[config.mk]
export PLATFORM = sky130hd
export DESIGN_NAME = rrx_exec
export DESIGN_NICKNAME = d
export VERILOG_FILES = /design/src/shared/rrx_pkg.sv /design/src/logic/rrx_exec.sv /design/src/logic/rrx_stack.sv
export SDC_FILE = /design/constraint.sdc
export NUM_CORES = 1
export LEC_CHECK = 0
export ABC_AREA = 1
export CORE_UTILIZATION = 35
export DETAILED_ROUTE_END_ITERATION = 7
export DONT_BUFFER_PORTS = 1
export SLEW_MARGIN = 20
export SYNTH_ARGS = -nofsm -noshare
export SYNTH_HDL_FRONTEND = slang
export SYNTH_SLANG_ARGS = --single-unit
[constraint.sdc]
create_clock -name i_clock -period 1.9 [get_ports i_clock]
set_input_delay 0.095 -clock i_clock [delete_from_list [all_inputs] [get_ports i_clock]]
set_output_delay 0.095 -clock i_clock [all_outputs]
set_load 0.02 [all_outputs]
[src/shared/rrx_pkg.sv]
// Shared types and constants for the return and rotate-left execution unit
package rrx_pkg;

	localparam int DATA_W = 8;
	localparam int PC_W   = 13;
	localparam int DEPTH  = 8;
	localparam int PTR_W  = 3;
	localparam int MSB    = 7;
	localparam int LSB    = 0;

	localparam logic [7:0]  ACC_RESET = 8'h00;
	localparam logic [12:0] PC_RESET  = 13'h0000;
	localparam logic [12:0] INT_VECTOR = 13'h0004;

	typedef enum logic [2:0] {
		RRX_CALL_EXIT              = 3'h0,
		RRX_CALL_EXIT_WITH_LITERAL = 3'h1,
		RRX_INTERRUPT_EXIT         = 3'h2,
		RRX_ROTATE_LEFT_PLAIN      = 3'h3,
		RRX_ROTATE_LEFT_INTO_WORKING = 3'h4,
		RRX_ROTATE_LEFT_THROUGH_CARRY = 3'h5,
		RRX_ROTATE_LEFT_CARRY_INTO_WORKING = 3'h6,
		RRX_CALL_ENTER             = 3'h7
	} rrx_op_e;

	typedef enum logic [1:0] {
		RRX_ST_IDLE   = 2'b00,
		RRX_ST_EXEC   = 2'b01,
		RRX_ST_VECTOR = 2'b10
	} rrx_state_e;

	typedef struct packed {
		logic        valid;
		rrx_op_e     op;
		logic [7:0]  operand;
		logic [7:0]  literal;
		logic [12:0] push_addr;
	} rrx_cmd_s;

	typedef struct packed {
		logic        done;
		logic [12:0] pc;
		logic        pc_load;
		logic [7:0]  acc;
		logic        carry;
		logic        gie;
		logic        mem_we;
		logic [7:0]  mem_wdata;
		logic        stack_empty;
	} rrx_res_s;

endpackage

[src/logic/rrx_exec.sv]
// Execution unit for return and rotate-left instructions
`timescale 1ns/1ps
module rrx_exec (
	input  wire logic              i_clock,
	input  wire logic              i_rst_n,
	input  wire rrx_pkg::rrx_cmd_s i_cmd,
	input  wire logic              i_irq_pending,
	input  wire logic              i_gie_clear,
	output rrx_pkg::rrx_res_s      o_res
);

	typedef struct packed {
		rrx_pkg::rrx_state_e state;
		rrx_pkg::rrx_cmd_s   cmd;
		rrx_pkg::rrx_res_s   res;
	} rrx_state_s;

	rrx_state_s st_reg;
	rrx_state_s st_next;
	logic [12:0] top;
	logic        empty;
	logic        pop;
	logic        push;
	logic [12:0] push_data;

	////////////////////////////////////////////////////////////////////////
	// Circular left rotate
	function automatic logic [7:0] rot_plain(input logic [7:0] v);
		rot_plain = {v[6:0], v[rrx_pkg::MSB]};
	endfunction

	// Nine-bit left rotate through carry
	function automatic logic [8:0] rot_carry(input logic [7:0] v, input logic c);
		rot_carry = {v[rrx_pkg::MSB], v[6:0], c};
	endfunction

	////////////////////////////////////////////////////////////////////////
	rrx_stack #(
		.WIDTH(rrx_pkg::PC_W),
		.DEPTH(rrx_pkg::DEPTH),
		.PTR_W(rrx_pkg::PTR_W)
	) u_stack (
		.i_clock     (i_clock),
		.i_rst_n     (i_rst_n),
		.i_push      (push),
		.i_push_data (push_data),
		.i_pop       (pop),
		.o_top       (top),
		.o_empty     (empty)
	);

	////////////////////////////////////////////////////////////////////////
	always_comb begin
		logic [8:0] rc;
		rc        = rot_carry(st_reg.cmd.operand, st_reg.res.carry);
		st_next   = st_reg;
		pop       = 1'b0;
		push      = 1'b0;
		push_data = st_reg.res.pc;
		st_next.res.done    = 1'b0;
		st_next.res.pc_load = 1'b0;
		st_next.res.mem_we  = 1'b0;
		st_next.res.stack_empty = empty;
		if (i_gie_clear) begin
			st_next.res.gie = 1'b0;
		end
		case (st_reg.state)
			rrx_pkg::RRX_ST_IDLE: begin
				if (i_cmd.valid) begin
					st_next.cmd   = i_cmd;
					st_next.state = rrx_pkg::RRX_ST_EXEC;
				end
			end
			rrx_pkg::RRX_ST_EXEC: begin
				st_next.state    = rrx_pkg::RRX_ST_IDLE;
				st_next.res.done = 1'b1;
				case (st_reg.cmd.op)
					rrx_pkg::RRX_CALL_EXIT: begin
						pop = 1'b1;
						st_next.res.pc      = top;
						st_next.res.pc_load = 1'b1;
					end
					rrx_pkg::RRX_CALL_EXIT_WITH_LITERAL: begin
						pop = 1'b1;
						st_next.res.pc      = top;
						st_next.res.pc_load = 1'b1;
						st_next.res.acc     = st_reg.cmd.literal;
					end
					rrx_pkg::RRX_INTERRUPT_EXIT: begin
						st_next.res.gie = 1'b1;
						if (i_irq_pending) begin
							// Return address stays stacked for the handler's own exit
							st_next.res.pc      = rrx_pkg::INT_VECTOR;
							st_next.res.pc_load = 1'b1;
							st_next.res.done    = 1'b0;
							st_next.state       = rrx_pkg::RRX_ST_VECTOR;
						end else begin
							pop = 1'b1;
							st_next.res.pc      = top;
							st_next.res.pc_load = 1'b1;
						end
					end
					rrx_pkg::RRX_ROTATE_LEFT_PLAIN: begin
						st_next.res.mem_wdata = rot_plain(st_reg.cmd.operand);
						st_next.res.mem_we    = 1'b1;
					end
					rrx_pkg::RRX_ROTATE_LEFT_INTO_WORKING: begin
						st_next.res.acc = rot_plain(st_reg.cmd.operand);
					end
					rrx_pkg::RRX_ROTATE_LEFT_THROUGH_CARRY: begin
						st_next.res.mem_wdata = rc[7:0];
						st_next.res.carry     = rc[8];
						st_next.res.mem_we    = 1'b1;
					end
					rrx_pkg::RRX_ROTATE_LEFT_CARRY_INTO_WORKING: begin
						st_next.res.acc   = rc[7:0];
						st_next.res.carry = rc[8];
					end
					rrx_pkg::RRX_CALL_ENTER: begin
						push = 1'b1;
						push_data = st_reg.cmd.push_addr;
					end
					default: begin
						st_next.res.done = 1'b1;
					end
				endcase
			end
			rrx_pkg::RRX_ST_VECTOR: begin
				// Handler entry masks further interrupts
				st_next.res.gie  = 1'b0;
				st_next.res.done = 1'b1;
				st_next.state    = rrx_pkg::RRX_ST_IDLE;
			end
			default: begin
				st_next.state = rrx_pkg::RRX_ST_IDLE;
			end
		endcase
	end

	always_ff @(posedge i_clock or negedge i_rst_n) begin
		if (!i_rst_n) begin
			st_reg <= '0;
		end else begin
			st_reg <= st_next;
		end
	end

	assign o_res = st_reg.res;
endmodule

[src/logic/rrx_stack.sv]
// Last-in first-out return address stack
`timescale 1ns/1ps
module rrx_stack #(
	parameter int WIDTH = rrx_pkg::PC_W,
	parameter int DEPTH = rrx_pkg::DEPTH,
	parameter int PTR_W = rrx_pkg::PTR_W
) (
	input  wire logic             i_clock,
	input  wire logic             i_rst_n,
	input  wire logic             i_push,
	input  wire logic [WIDTH-1:0] i_push_data,
	input  wire logic             i_pop,
	output logic      [WIDTH-1:0] o_top,
	output logic                  o_empty
);

	typedef struct packed {
		logic [PTR_W:0]                count;
		logic [DEPTH-1:0][WIDTH-1:0]   mem;
	} rrx_stack_state_s;

	rrx_stack_state_s st_reg;
	rrx_stack_state_s st_next;

	////////////////////////////////////////////////////////////////////////
	always_comb begin
		st_next = st_reg;
		if (i_pop && st_reg.count != '0) begin
			st_next.count = st_reg.count - 1'b1;
		end else if (i_push && st_reg.count != (PTR_W+1)'(DEPTH)) begin
			st_next.mem[st_reg.count[PTR_W-1:0]] = i_push_data;
			st_next.count = st_reg.count + 1'b1;
		end
	end

	always_ff @(posedge i_clock or negedge i_rst_n) begin
		if (!i_rst_n) begin
			st_reg <= '0;
		end else begin
			st_reg <= st_next;
		end
	end

	assign o_empty = (st_reg.count == '0);
	assign o_top   = o_empty ? '0 : st_reg.mem[st_reg.count[PTR_W-1:0] - 1'b1];
endmodule

## Yosys cells after proc, flatten, opt, wreduce, memory -nomap -nowiden

Index checks and enable logic that the tools add are counted.

| storage, ports and cells | value |
|---|---|
| register bits after elaboration | 178 |
| input bits | 37 |
| output and inout port bits | 35 |
| logic and storage cells | 92 |

| operators by class | value |
|---|---|
| add/subtract/negate cells | 3 |
| $lt $le $gt $ge | 3 |
| eq/ne operators | 11 |
| multiplexer cells | 31 |
| bitwise gates (word level) | 1 |
| reduce and logical (&&, ||, !) cells | 19 |

Operator list:

| cell | count |
|---|---|
| 108-bit two-way mux | 1 |
| 104-bit bitwise mux | 1 |
| 13-bit two-way mux | 5 |
| 13-bit binary-select mux with 3-bit select | 1 |
| 13-bit demux with 3-bit select | 1 |
| 35-bit two-way mux | 1 |
| 14-bit case mux with 2 select lines | 1 |
| 8-bit case mux with 3 select lines | 1 |
| 9-bit case mux with 2 select lines | 1 |
| 14-bit two-way mux | 1 |
| 3-bit == test (second input constant) | 4 |
| 2-bit AND reduction | 6 |
| 10-bit two-way mux | 1 |
| 9-bit two-way mux | 1 |
| 3-bit by 4-bit < comparator with 1-bit output (second input constant) | 2 |
| 1-bit two-way mux | 8 |
| 3-bit by 2-bit == test with 1-bit output (second input constant) | 2 |
| 1-bit case mux with 2 select lines | 3 |
| 2-bit nonzero test | 3 |
| 4-bit by 1-bit adder with 4-bit output (second input constant) | 1 |
| 4-bit zero test | 1 |
| 2-bit two-way mux | 2 |
| 4-bit two-way mux | 1 |
| 4-bit != test (second input constant) | 1 |
| 15 further kinds | 18 |

## Longest topological paths before layout

Gate-level depths: netlist (run 1).

| depth | value |
|---|---|
| depth in word-level cells | 7 |
| mapped depth | 11 |
| gate-level depth less buffers | 10 |

## Modules after synthesis

A second synthesis (run 1) with hierarchy kept.

| unflattened totals | value |
|---|---|
| cell total of the unflattened synthesis | 1171 |
| area, all modules | 9334.0 um^2 |

Modules (own cells, without submodules):

| module | instances | cells an instance | area each (um^2) | seq. area each (um^2) |
|---|---|---|---|---|
| rrx_stack | 1 | 829 | 5965.7 | 2702.6 |
| rrx_exec | 1 | 342 | 3368.2 | 1726.7 |

## Worst setup path after synthesis (run 1)

Ideal clock, no wire load.

| timing | value |
|---|---|
| kind | reg-to-reg |
| from | register u_stack.st_reg[104] (netlist name) |
| to | register (tool-made name) |
| library setup time | 0.116 ns |
| data arrival time | 1.916 ns |
| data required time | 1.784 ns |
| path slack | -0.133 ns |
| cell stages (with the launch flop) | 12 |
| buffers on the path | 3 |
| clock period less this slack | 2.033 ns |
| cells stage by stage | dfrtp_1 clkinv_1 clkbuf_1 ha_1 nand3_1 nand2_4 buf_6 nor2_4 inv_1 buf_2 nand2_1 nand2_1 |

RTL lines:

| item | line | text |
|---|---|---|
| start: declaration | rrx_stack.sv:22 | `rrx_stack_state_s st_reg;` |
| start signal: assignment | rrx_stack.sv:40 | `st_reg <= st_next;` |

==> results of run 1 <==
worst max-delay path: cells and delay by family, from the launching register on:
| family | cells | cell delay, ns |
|---|---|---|
| fa+ha+maj | 1 | 0.16 |
| simple gates | 4 | 0.57 |
| buf+inv | 5 | 0.60 |
| flops | 1 | 0.40 |
| compound gates | 1 | 0.07 |
logic make-up (layout without fill, tap and decap cells):
family / after synthesis / in the layout / synth area share [%]
DFF: 177 / 177 / 52.88
and+or+nand+nor: 392 / 392 / 19.64
xor gates and xnor gates: 5 / 5 / 0.5228
buffers and inverters: 197 / 244 / 10.93
AOI/OAI and AO/OA: 191 / 191 / 12.46
muxes: 21 / 21 / 2.823
adders and majority gates: 5 / 5 / 0.7468
what timing repair did:
action / CTS / global route
gates cloned: 0 / 6
endpoints found under the hold margin: 213 / 177
pin swaps: 1 / 4
buffers inserted: 1 / 12
endpoints found under the setup margin: 30 / 79
resized for setup: 2 / 52
power breakdown:
group	leakage, µW	total (µW)	internal, µW	switching [µW]
Sequential	0.00226	6420	5180	1240
Combinational	0.00217	6270	2350	3910
Clock	0.000294	3700	2140	1560
routing by layer:
metal | vias to the layer above | track usage [%]
met3 | 25 | 3.849
met2 | 196 | 27.83
met4 | 0 | 4.995
met1 | 3296 | 24.34
met5 | - | 0
li1 | 3186 | -
area by class of cell:
cell class	count	area, µm²	share of cell area [%]
well taps	319	399.1	3.962
clock buffers	19	442.9	4.397
clock inverters	13	175.2	1.739
flip-flops and latches	177	4431	43.98
multi-input cells	614	3115	30.93
inverters	114	439.2	4.360
repair buffers	98	1071	10.63
cells in the final DEF (no fill, tap or decap), drive strengths merged:
cell type / synthesis / layout
inv: 112 / 117
o21ai: 116 / 116
dlygate4sd3: 0 / 35
o22ai: 1 / 1
xor2: 4 / 4
nand3: 59 / 59
clkinvlp: 0 / 3
nor3: 5 / 5
o21a: 1 / 1
a21oi: 40 / 40
dfrtp: 177 / 177
buf: 56 / 58
clkinv: 2 / 4
nand2: 296 / 296
ha: 5 / 5
o211ai: 25 / 25
mux2: 21 / 21
bufinv: 0 / 3
nor2: 32 / 32
a31oi: 8 / 8
xnor2: 1 / 1
clkbuf: 27 / 24
metrics by stage:
stage                     setup TNS [ns]  power (µW)  std cells
after global placement                 0       12200       1268
after detailed placement               0       12300       1268
after global routing              -1.349       17500       1354
after CTS                              0       16130       1336
final                                  0       16380       1354
after floorplan                        0       10750        988
worst max path at each step:
stage | to | from | cells after the start
floorplan | flip-flop | u_stack.st_reg[104] | 11
detailed placement | flip-flop | st_reg[69] | 9
finish | flip-flop | st_reg[69] | 11
global route | flip-flop | st_reg[69] | 11
global placement | flip-flop | st_reg[69] | 9
CTS | flip-flop | st_reg[69] | 10
==> results.json, run 1 <==
{
  "yosysUniqueCellTypes": 29,
  "hold_viol": 177,
  "synth-main-ff-cell": "dfrtp_1",
  "synth_most_common_cell": "nand2_1",
  "first_pass_iters": 5,
  "hold_class": "in -> async",
  "fillers": 2272,
  "cts_tree": "built",
  "fmax_mhz": 534.1,
  "skew_ns": 0.007818,
  "drive_above_1_share_pct": 14.98,
  "synth_nets": 1030,
  "regToRegSetupSlack_ns": 0.03,
  "synth_top_cells_by_area": "dfrtp_1, nand2_1, o21ai_0, inv_1, nand3_1",
  "antenna_found_initial": 0,
  "ant_nets": 0,
  "violations": "negative hold slack",
  "synth_edf_count": 0,
  "pin_count": 72,
  "clock-root-buffer": "clkbuf_16",
  "clk_path_buf_depth": 2,
  "fin_crit_sh_pct": 98.55,
  "floorplan.die.height_um": 156.7,
  "grt_max_degree": 178,
  "synth_top_cell_area_share_pct": 52.88,
  "htreeDepth": 4,
  "grt_pass1_wl_um": 33250,
  "worstPathArrival_ns": 2.23,
  "peakVddDrop_mv": 0.7198,
  "drt_iter0_markers": 666,
  "routedWlPerCell_um": 16.40,
  "clk_pin_slew_ns": 0.07,
  "critPathSlowestCell": "dfrtp_1",
  "wl_met2_um": 10260,
  "num_vias": 6703,
  "portBuffers": 0,
  "drv_slew": 0,
  "die-area_um2": 24560,
  "antenna_cells": 0,
  "crit_top_cell": "nor3_4",
  "cp_max_fo": 7,
  "cellLeakagePower_uw": 0.004724,
  "worst_path_largest_cell_delay_ns": 0.40,
  "crit_type": "reg -> reg",
  "r2r-start": "st_reg[69]",
  "clock_sinks": 177,
  "chipWidth_um": 156.7,
  "hold_ws_ns": -0.6499,
  "fp.coreArea_um2": 23470,
  "insertion_delay_ns": 0.43,
  "setup_violations": 0,
  "globalplace.congestion": 0.7888,
  "met1_length_um": 10330,
  "yosysTopAreaCell": "dfrtp_1",
  "cts_made_buffers": 17,
  "power_density_nw_per_um2": 1626,
  "tightest_slew_ns": 0.5903,
  "max_slew_margin_pct": 60.60,
  "finalCriticalPeriod_ns": 1.872,
  "crit_path_cell_trace": "inv_2, ha_4, inv_4, nor3_4, nand2_4, buf_6, nor3_4, buf_12, clkbuf_16, nand2_1, o21ai_1",
  "synth_cells": 988,
  "drc": 0,
  "rsz0062_at_grt": "true",
  "ctsHoldBuffers": 35,
  "area_growth_pct": 20.25,
  "topRoutingLayerUsed": "met4",
  "syn_area_um2": 8377,
  "wl_met3_um": 1263,
  "cp_data_required_time_ns": 2.26,
  "initial_core_util_pct": 35.69,
  "final_nets": 1064,
  "synthArstFlopShare_pct": 100.0,
  "ff2ff_path_depth": 11,
  "drv_cap": 0,
  "status": "finished, violations left",
  "end_kind": "flip-flop",
  "finalWirelength_um": 22210,
  "grt_overflow": 0,
  "grt_usage_pct": 17.68,
  "dpl-instance-area_um2": 8723,
  "setup_ws_ns": 0.02762,
  "place_hpwl_um": 12550,
  "crit_path_start_kind": "flip-flop",
  "fin_util_pct": 42.92,
  "synthTopCellsByCount": "nand2_1, dfrtp_1, inv_1, o21ai_0, nand3_1",
  "rows": 56,
  "post_drt_via_cell_ratio": 4.951,
  "grt_pass1_vias": 6274,
  "pre_cts_ws_ns": 0.02070,
  "yosysWarnings": 0,
  "ys_seq_area_share_pct": 52.88,
  "synth.avg_cell_area_um2": 8.479,
  "ys_seq_elements": 177,
  "final_cell_area_um2": 10070
}
Power figures use the tool's default switching activity.
==> run 2: changes to the inputs <==
HOLD_SLACK_MARGIN = 0.1   (was not set)
==> run 2 against run 1 <==
The flow still finishes with violations (negative hold slack). Worst setup slack worse by 0.0021 ns. First-iteration DRC count shrank 4.8%. Via count grew 0.95%. Global-route usage rose by 0.14 points. Die area stayed put. Clock skew up 0.0045 ns. Utilization up 0.89 points. Maximum frequency is 0.11% lower. Sequential share of layout area fell by 0.89 points. Critical path depth down 1.
==> results.json, run 2 (same netlist as run 1, synthesis figures left out) <==
{
  "fin_crit_sh_pct": 98.66,
  "comb_power_share_pct": 38.7,
  "pre_cts_ws_ns": 0.02070,
  "grt_pass1_vias": 6353,
  "fmax_mhz": 533.5,
  "final_nets": 1078,
  "end_kind": "flip-flop",
  "grt_usage_pct": 17.82,
  "placed_cells": 1268,
  "antenna_cells": 0,
  "hold_ws_ns": -0.6558,
  "cts_made_buffers": 17,
  "power_density_nw_per_um2": 1609,
  "ant_nets": 0,
  "cp_data_required_time_ns": 2.21,
  "insertion_delay_ns": 0.44,
  "crit_cells": 10,
  "finalCriticalPeriod_ns": 1.874,
  "fin_cells": 1368,
  "rows": 56,
  "post_drt_via_cell_ratio": 4.947,
  "initial_core_util_pct": 35.69,
  "crit_path_cell_trace": "inv_2, ha_4, inv_4, nor3_4, nand2_4, buf_6, nor3_4, buf_12, buf_6, o21ai_0",
  "chipWidth_um": 156.7,
  "grt_max_degree": 178,
  "cp_max_fo": 6,
  "mostFrequentLayoutCells": "nand2_1, dfrtp_1, inv_1, o21ai_0, nand3_1",
  "power.share.sequential_pct": 38.8,
  "tightest_slew_ns": 0.5672,
  "rsz0062_at_grt": "true",
  "cts_tree": "built",
  "drt_iter0_markers": 634,
  "fp.coreArea_um2": 23470,
  "drc": 0,
  "status": "finished, violations left",
  "finalWirelength_um": 22910,
  "grt_overflow": 0,
  "place_hpwl_um": 12550,
  "antenna_found_initial": 1,
  "grt_pass1_wl_um": 33530,
  "routedWlPerCell_um": 16.75,
  "floorplan.die.height_um": 156.7,
  "pin_count": 72,
  "die-area_um2": 24560,
  "violations": "negative hold slack",
  "area_growth_pct": 22.75,
  "drive_above_1_share_pct": 15.44,
  "portBuffers": 0,
  "cellLeakagePower_uw": 0.004846,
  "sw_frac_of_total_pct": 41.03,
  "peakVddDrop_mv": 0.7255,
  "clockPowerShare_pct": 22.5,
  "skew_ns": 0.01233,
  "drv_cap": 0,
  "first_pass_iters": 6,
  "clock-root-buffer": "clkbuf_16",
  "htreeDepth": 4,
  "setup_violations": 0,
  "crit_path_start_kind": "flip-flop",
  "final_common_cell": "nand2_1",
  "worst_path_largest_cell_delay_ns": 0.40,
  "globalplace.congestion": 0.7888,
  "hold_class": "in -> async",
  "setup_ws_ns": 0.02553,
  "clk_pin_slew_ns": 0.07,
  "fin_tns_setup_ns": 0,
  "drv_slew": 0,
  "crit_family": "buffers and inverters",
  "ff2ff_path_depth": 10,
  "critPathSlowestCell": "dfrtp_1",
  "p_switching_uw": 6786,
  "hold_viol": 177,
  "clk_path_buf_depth": 2,
  "max_slew_margin_pct": 62.14,
  "clock_sinks": 177,
  "crit_type": "reg -> reg",
  "ctsHoldBuffers": 46,
  "num_vias": 6767,
  "fillers": 2248,
  "worstPathArrival_ns": 2.19,
  "p_int_uw": 9754,
  "cp_num_buf_inv": 5
}
[run 2: cell types whose count changed in the layout (fill, tap and decap cells not counted), moves of 2 or more]
cell	change
dlygate4sd3_1	+11
o21ai_2	+4
clkbuf_16	+3
nand2_2	-3
o21ai_1	-3
nand2_4	+2
[run 2: layout make-up]
| type | instances | area, µm² | share of cell area (%) |
|---|---|---|---|
| multi-input combinational | 614 | 3141 | 30.54 |
| sequential | 177 | 4431 | 43.09 |
| tap | 319 | 399.1 | 3.882 |
| clock inverter | 13 | 175.2 | 1.704 |
| inverter | 114 | 441.7 | 4.295 |
| clock buffer | 19 | 442.9 | 4.308 |
| timing repair buffer | 112 | 1252 | 12.18 |
[run 2: final timing paths]
check                           startpoint    endpoint  slack (ns)
worst min register to register   flip-flop   flip-flop        0.47
min in group i_clock              i_cmd[7]  st_reg[42]        0.35
worst max register to register  st_reg[69]   flip-flop        0.03
max in group asynchronous          i_rst_n   async pin        2.31
worst max-delay path            st_reg[69]   flip-flop        0.03
worst min-delay path               i_rst_n  st_reg[60]       -0.66
[run 2: repair_timing]
item / CTS / global route
resized for setup: 2 / 59
pin swaps: 1 / 4
hold endpoints to repair: 214 / 177
cloned: 0 / 9
buffers inserted: 1 / 12
endpoints found under the setup margin: 30 / 83
[run 2: stage by stage]
step,cell area (µm²),hold WS [ns],power (µW),utilization [%]
after detailed placement,8723,-0.1984,12300,37.16
after global placement,8723,-0.1975,12200,37.16
after CTS,9817,-0.6659,16170,41.82
final,10280,-0.6558,16540,43.81
after global routing,10280,-0.6727,17640,43.81
after floorplan,8379,-0.2006,10750,-
[run 2: layer usage]
metal | vias up | track usage (%) | wire length [µm]
met1 | 3314 | 24.10 | 10500
li1 | 3218 | - | -
met2 | 209 | 28.51 | 10660
met5 | - | 0 | 0
met3 | 26 | 3.877 | 1407
met4 | 0 | 5.135 | 346
[run 2: power by group through the flow]
stage          sequential (µW)  clock [µW]  combinational, µW
6_report                  6420        3720               6400
5_1_grt                   6560        3910               7170
4_1_cts                   6400        3770               6000
3_5_place_dp              6440           0               5850
3_3_place_gp              6420           0               5780
2_1_floorplan             5740           0               5010
==> run 3: changes to the inputs <==
ABC_AREA = 0   (was 1)
CORE_UTILIZATION = 45   (was 35)
SLEW_MARGIN = 10   (was 20)
==> run 3 against run 2 <==
The flow still finishes with violations (negative hold slack). Sequential power up 3%. Die area shrank 25%. Via count shrank 25%. Register-to-register slack got worse by 0.02 ns. Design area shrank 8.9%. Routed wire length down 26%. Area after synthesis decreased by 3.3%. Count of clock-buffer cells in the layout grew 2. Highest routed layer unchanged.
==> results.json, run 3 <==
{
  "num_vias": 5066,
  "pre_cts_ws_ns": 0.01042,
  "floorplan.die.height_um": 136.1,
  "setup_violations": 0,
  "antenna_found_initial": 0,
  "status": "finished, violations left",
  "drive_above_1_share_pct": 24.65,
  "synth-main-ff-cell": "dfrtp_1",
  "place_hpwl_um": 11360,
  "first_pass_iters": 5,
  "drv_cap": 0,
  "synth_edf_count": 0,
  "grt_overflow": 0,
  "chipWidth_um": 136.1,
  "synthArstFlopShare_pct": 100.0,
  "regToRegSetupSlack_ns": 0.002,
  "crit_family": "simple AND/OR/NAND/NOR gates",
  "globalplace.congestion": 0.7937,
  "synth_cells": 676,
  "fin_tns_setup_ns": 0,
  "cellLeakagePower_uw": 0.004094,
  "synthTopCellsByCount": "dfrtp_1, nand2_1, o21ai_0, nor2_1, a21oi_1",
  "routedWlPerCell_um": 18.32,
  "ff2ff_path_depth": 7,
  "worst_path_largest_cell_delay_ns": 0.44,
  "ctsHoldBuffers": 36,
  "portBuffers": 0,
  "antenna_cells": 0,
  "htreeDepth": 4,
  "initial_core_util_pct": 46.49,
  "hold_ws_ns": -0.6339,
  "finalCriticalPeriod_ns": 1.898,
  "final_common_cell": "dfrtp_1",
  "reg2reg_to": "o_res[21]",
  "die-area_um2": 18540,
  "area_growth_pct": 15.64,
  "placed_cells": 862,
  "syn_area_um2": 8098,
  "drt_iter0_markers": 311,
  "grt_max_degree": 178,
  "violations": "negative hold slack",
  "clk_path_buf_depth": 2,
  "hold_class": "in -> async",
  "finalWirelength_um": 17060,
  "clk_pin_slew_ns": 0.06,
  "worstPathArrival_ns": 2.19,
  "max_slew_margin_pct": 66.21,
  "final_nets": 736,
  "synth_top_cells_by_area": "dfrtp_1, mux4_2, mux2_2, buf_4, o21ai_0",
  "yosysUniqueCellTypes": 45,
  "synth_most_common_cell": "dfrtp_1",
  "skew_ns": 0.01150,
  "grt_pass1_wl_um": 27260,
  "fin_util_pct": 53.76,
  "peakVddDrop_mv": 1.085,
  "cts_made_buffers": 17,
  "crit_path_start_kind": "flip-flop",
  "grt_usage_pct": 19.52,
  "insertion_delay_ns": 0.42,
  "power_density_nw_per_um2": 1681,
  "r2r-start": "u_stack.st_reg[104]",
  "fmax_mhz": 526.9,
  "synth_top_cell_area_share_pct": 54.70,
  "tightest_slew_ns": 0.5068,
  "setup_ws_ns": 0.002096,
  "grt_pass1_vias": 5147,
  "yosysTopAreaCell": "dfrtp_1",
  "drv_slew": 0,
  "ant_nets": 0,
  "pin_count": 72,
  "drc": 0,
  "critPathSlowestCell": "dfrtp_2",
  "cts_tree": "built",
  "synth_nets": 718,
  "post_drt_via_cell_ratio": 5.441,
  "ys_seq_elements": 177,
  "crit_type": "reg -> reg",
  "yosysWarnings": 0,
  "synth.avg_cell_area_um2": 11.98,
  "crit_top_cell": "clkinvlp_4",
  "hold_viol": 177,
  "fin_crit_sh_pct": 99.89,
  "fp.coreArea_um2": 17420,
  "cp_max_fo": 12,
  "rsz0062_at_grt": "true",
  "rows": 48,
  "clock_sinks": 177,
  "fillers": 1432,
  "cp_data_required_time_ns": 2.20,
  "clock-root-buffer": "clkbuf_16",
  "ys_seq_area_share_pct": 54.70,
  "fin_cells": 931,
  "end_kind": "flip-flop",
  "mostFrequentLayoutCells": "dfrtp_1, nand2_1, o21ai_0, nor2_1, a21oi_1",
  "cp_num_buf_inv": 3,
  "crit_path_cell_trace": "clkinvlp_4, ha_4, or3b_4, nand4_1, clkinvlp_4, buf_12, a221o_1"
}
==> run 3: cell count changes in the layout (fill, tap and decap cells not counted), moves of 18 or more <==
cell | before | now
o211ai_1 | 25 | 1
mux4_2 | 0 | 26
buf_4 | 42 | 24
nor2_1 | 27 | 58
o21ai_0 | 88 | 59
inv_1 | 108 | 8
nand3_1 | 57 | 4
nand2_1 | 284 | 69
mux2_2 | 21 | 43
==> run 3: layout make-up <==
cell class	count	area, µm²	share of cell area (%)
sequential	177	4431	47.31
multi-input combinational	410	3133	33.46
timing repair buffer	78	883.3	9.433
clock buffer	21	440.4	4.703
tap	225	281.5	3.006
clock inverter	10	150.1	1.603
inverter	10	45.04	0.4810
==> run 3: power by group <==
part	total, µW	switching [µW]	internal, µW
clock network	3510	1430	2080
logic	5630	2700	2920
registers	6600	1440	5160
==> run 3: routing by layer <==
layer  vias up  part of all wire, %  global-route usage (%)
met4         0                  1.2                   6.296
met5         -                    0                       0
met1      2557                   44                   24.76
li1       2374                    -                       -
met2       120                   51                   33.25
met3        15                  4.5                   4.064
==> run 3: how the worst max path moves through the flow <==
stage                     depth (start not counted)                 from         to  slack, ns
after CTS                                         7  u_stack.st_reg[104]  o_res[21]       0.02
after detailed placement                          6  u_stack.st_reg[104]  o_res[21]       0.01
after floorplan                                   9  u_stack.st_reg[104]  o_res[27]      -0.27
after global placement                            6  u_stack.st_reg[104]  o_res[24]      0.007
after global routing                              7           st_reg[69]  flip-flop      -0.08
final                                             7  u_stack.st_reg[104]  o_res[21]      0.002
==> run 3: per-stage QoR <==
stage / cell area (µm²) / hold WS, ns / power (µW)
final: 9364 / -0.6339 / 15750
after floorplan: 8200 / -0.2006 / 10930
after global routing: 9364 / -0.6518 / 16660
after detailed placement: 8356 / -0.1970 / 12130
after CTS: 9330 / -0.6472 / 15800
after global placement: 8356 / -0.1972 / 11860
==> run 3: worst register-to-register path: cells and delay by family (launching register included) <==
kind / cells / cell delay [ns]
AND/OR/NAND/NOR: 2 / 0.52
flip-flops: 1 / 0.44
buffers and inverters: 3 / 0.39
AO/OA/AOI/OAI: 1 / 0.32
adder cells (fa/ha/maj): 1 / 0.12
==> run 3: cell families (layout without fill, tap and decap cells) <==
| logic type | after synthesis | count (layout) | synth area share [%] |
|---|---|---|---|
| and+or+nand+nor | 165 | 165 | 9.982 |
| AOI/OAI and AO/OA | 144 | 144 | 10.35 |
| buffers and inverters | 89 | 119 | 7.309 |
| adders and majority gates | 5 | 5 | 0.7726 |
| xor gates and xnor gates | 5 | 5 | 0.5409 |
| DFF | 177 | 177 | 54.70 |
| muxes | 91 | 91 | 16.35 |
==> run 3: what timing repair did <==
item,CTS,global route
buffers inserted,1,1
gates resized for setup,1,6
hold endpoints to repair,213,177
setup endpoints to repair,1,46
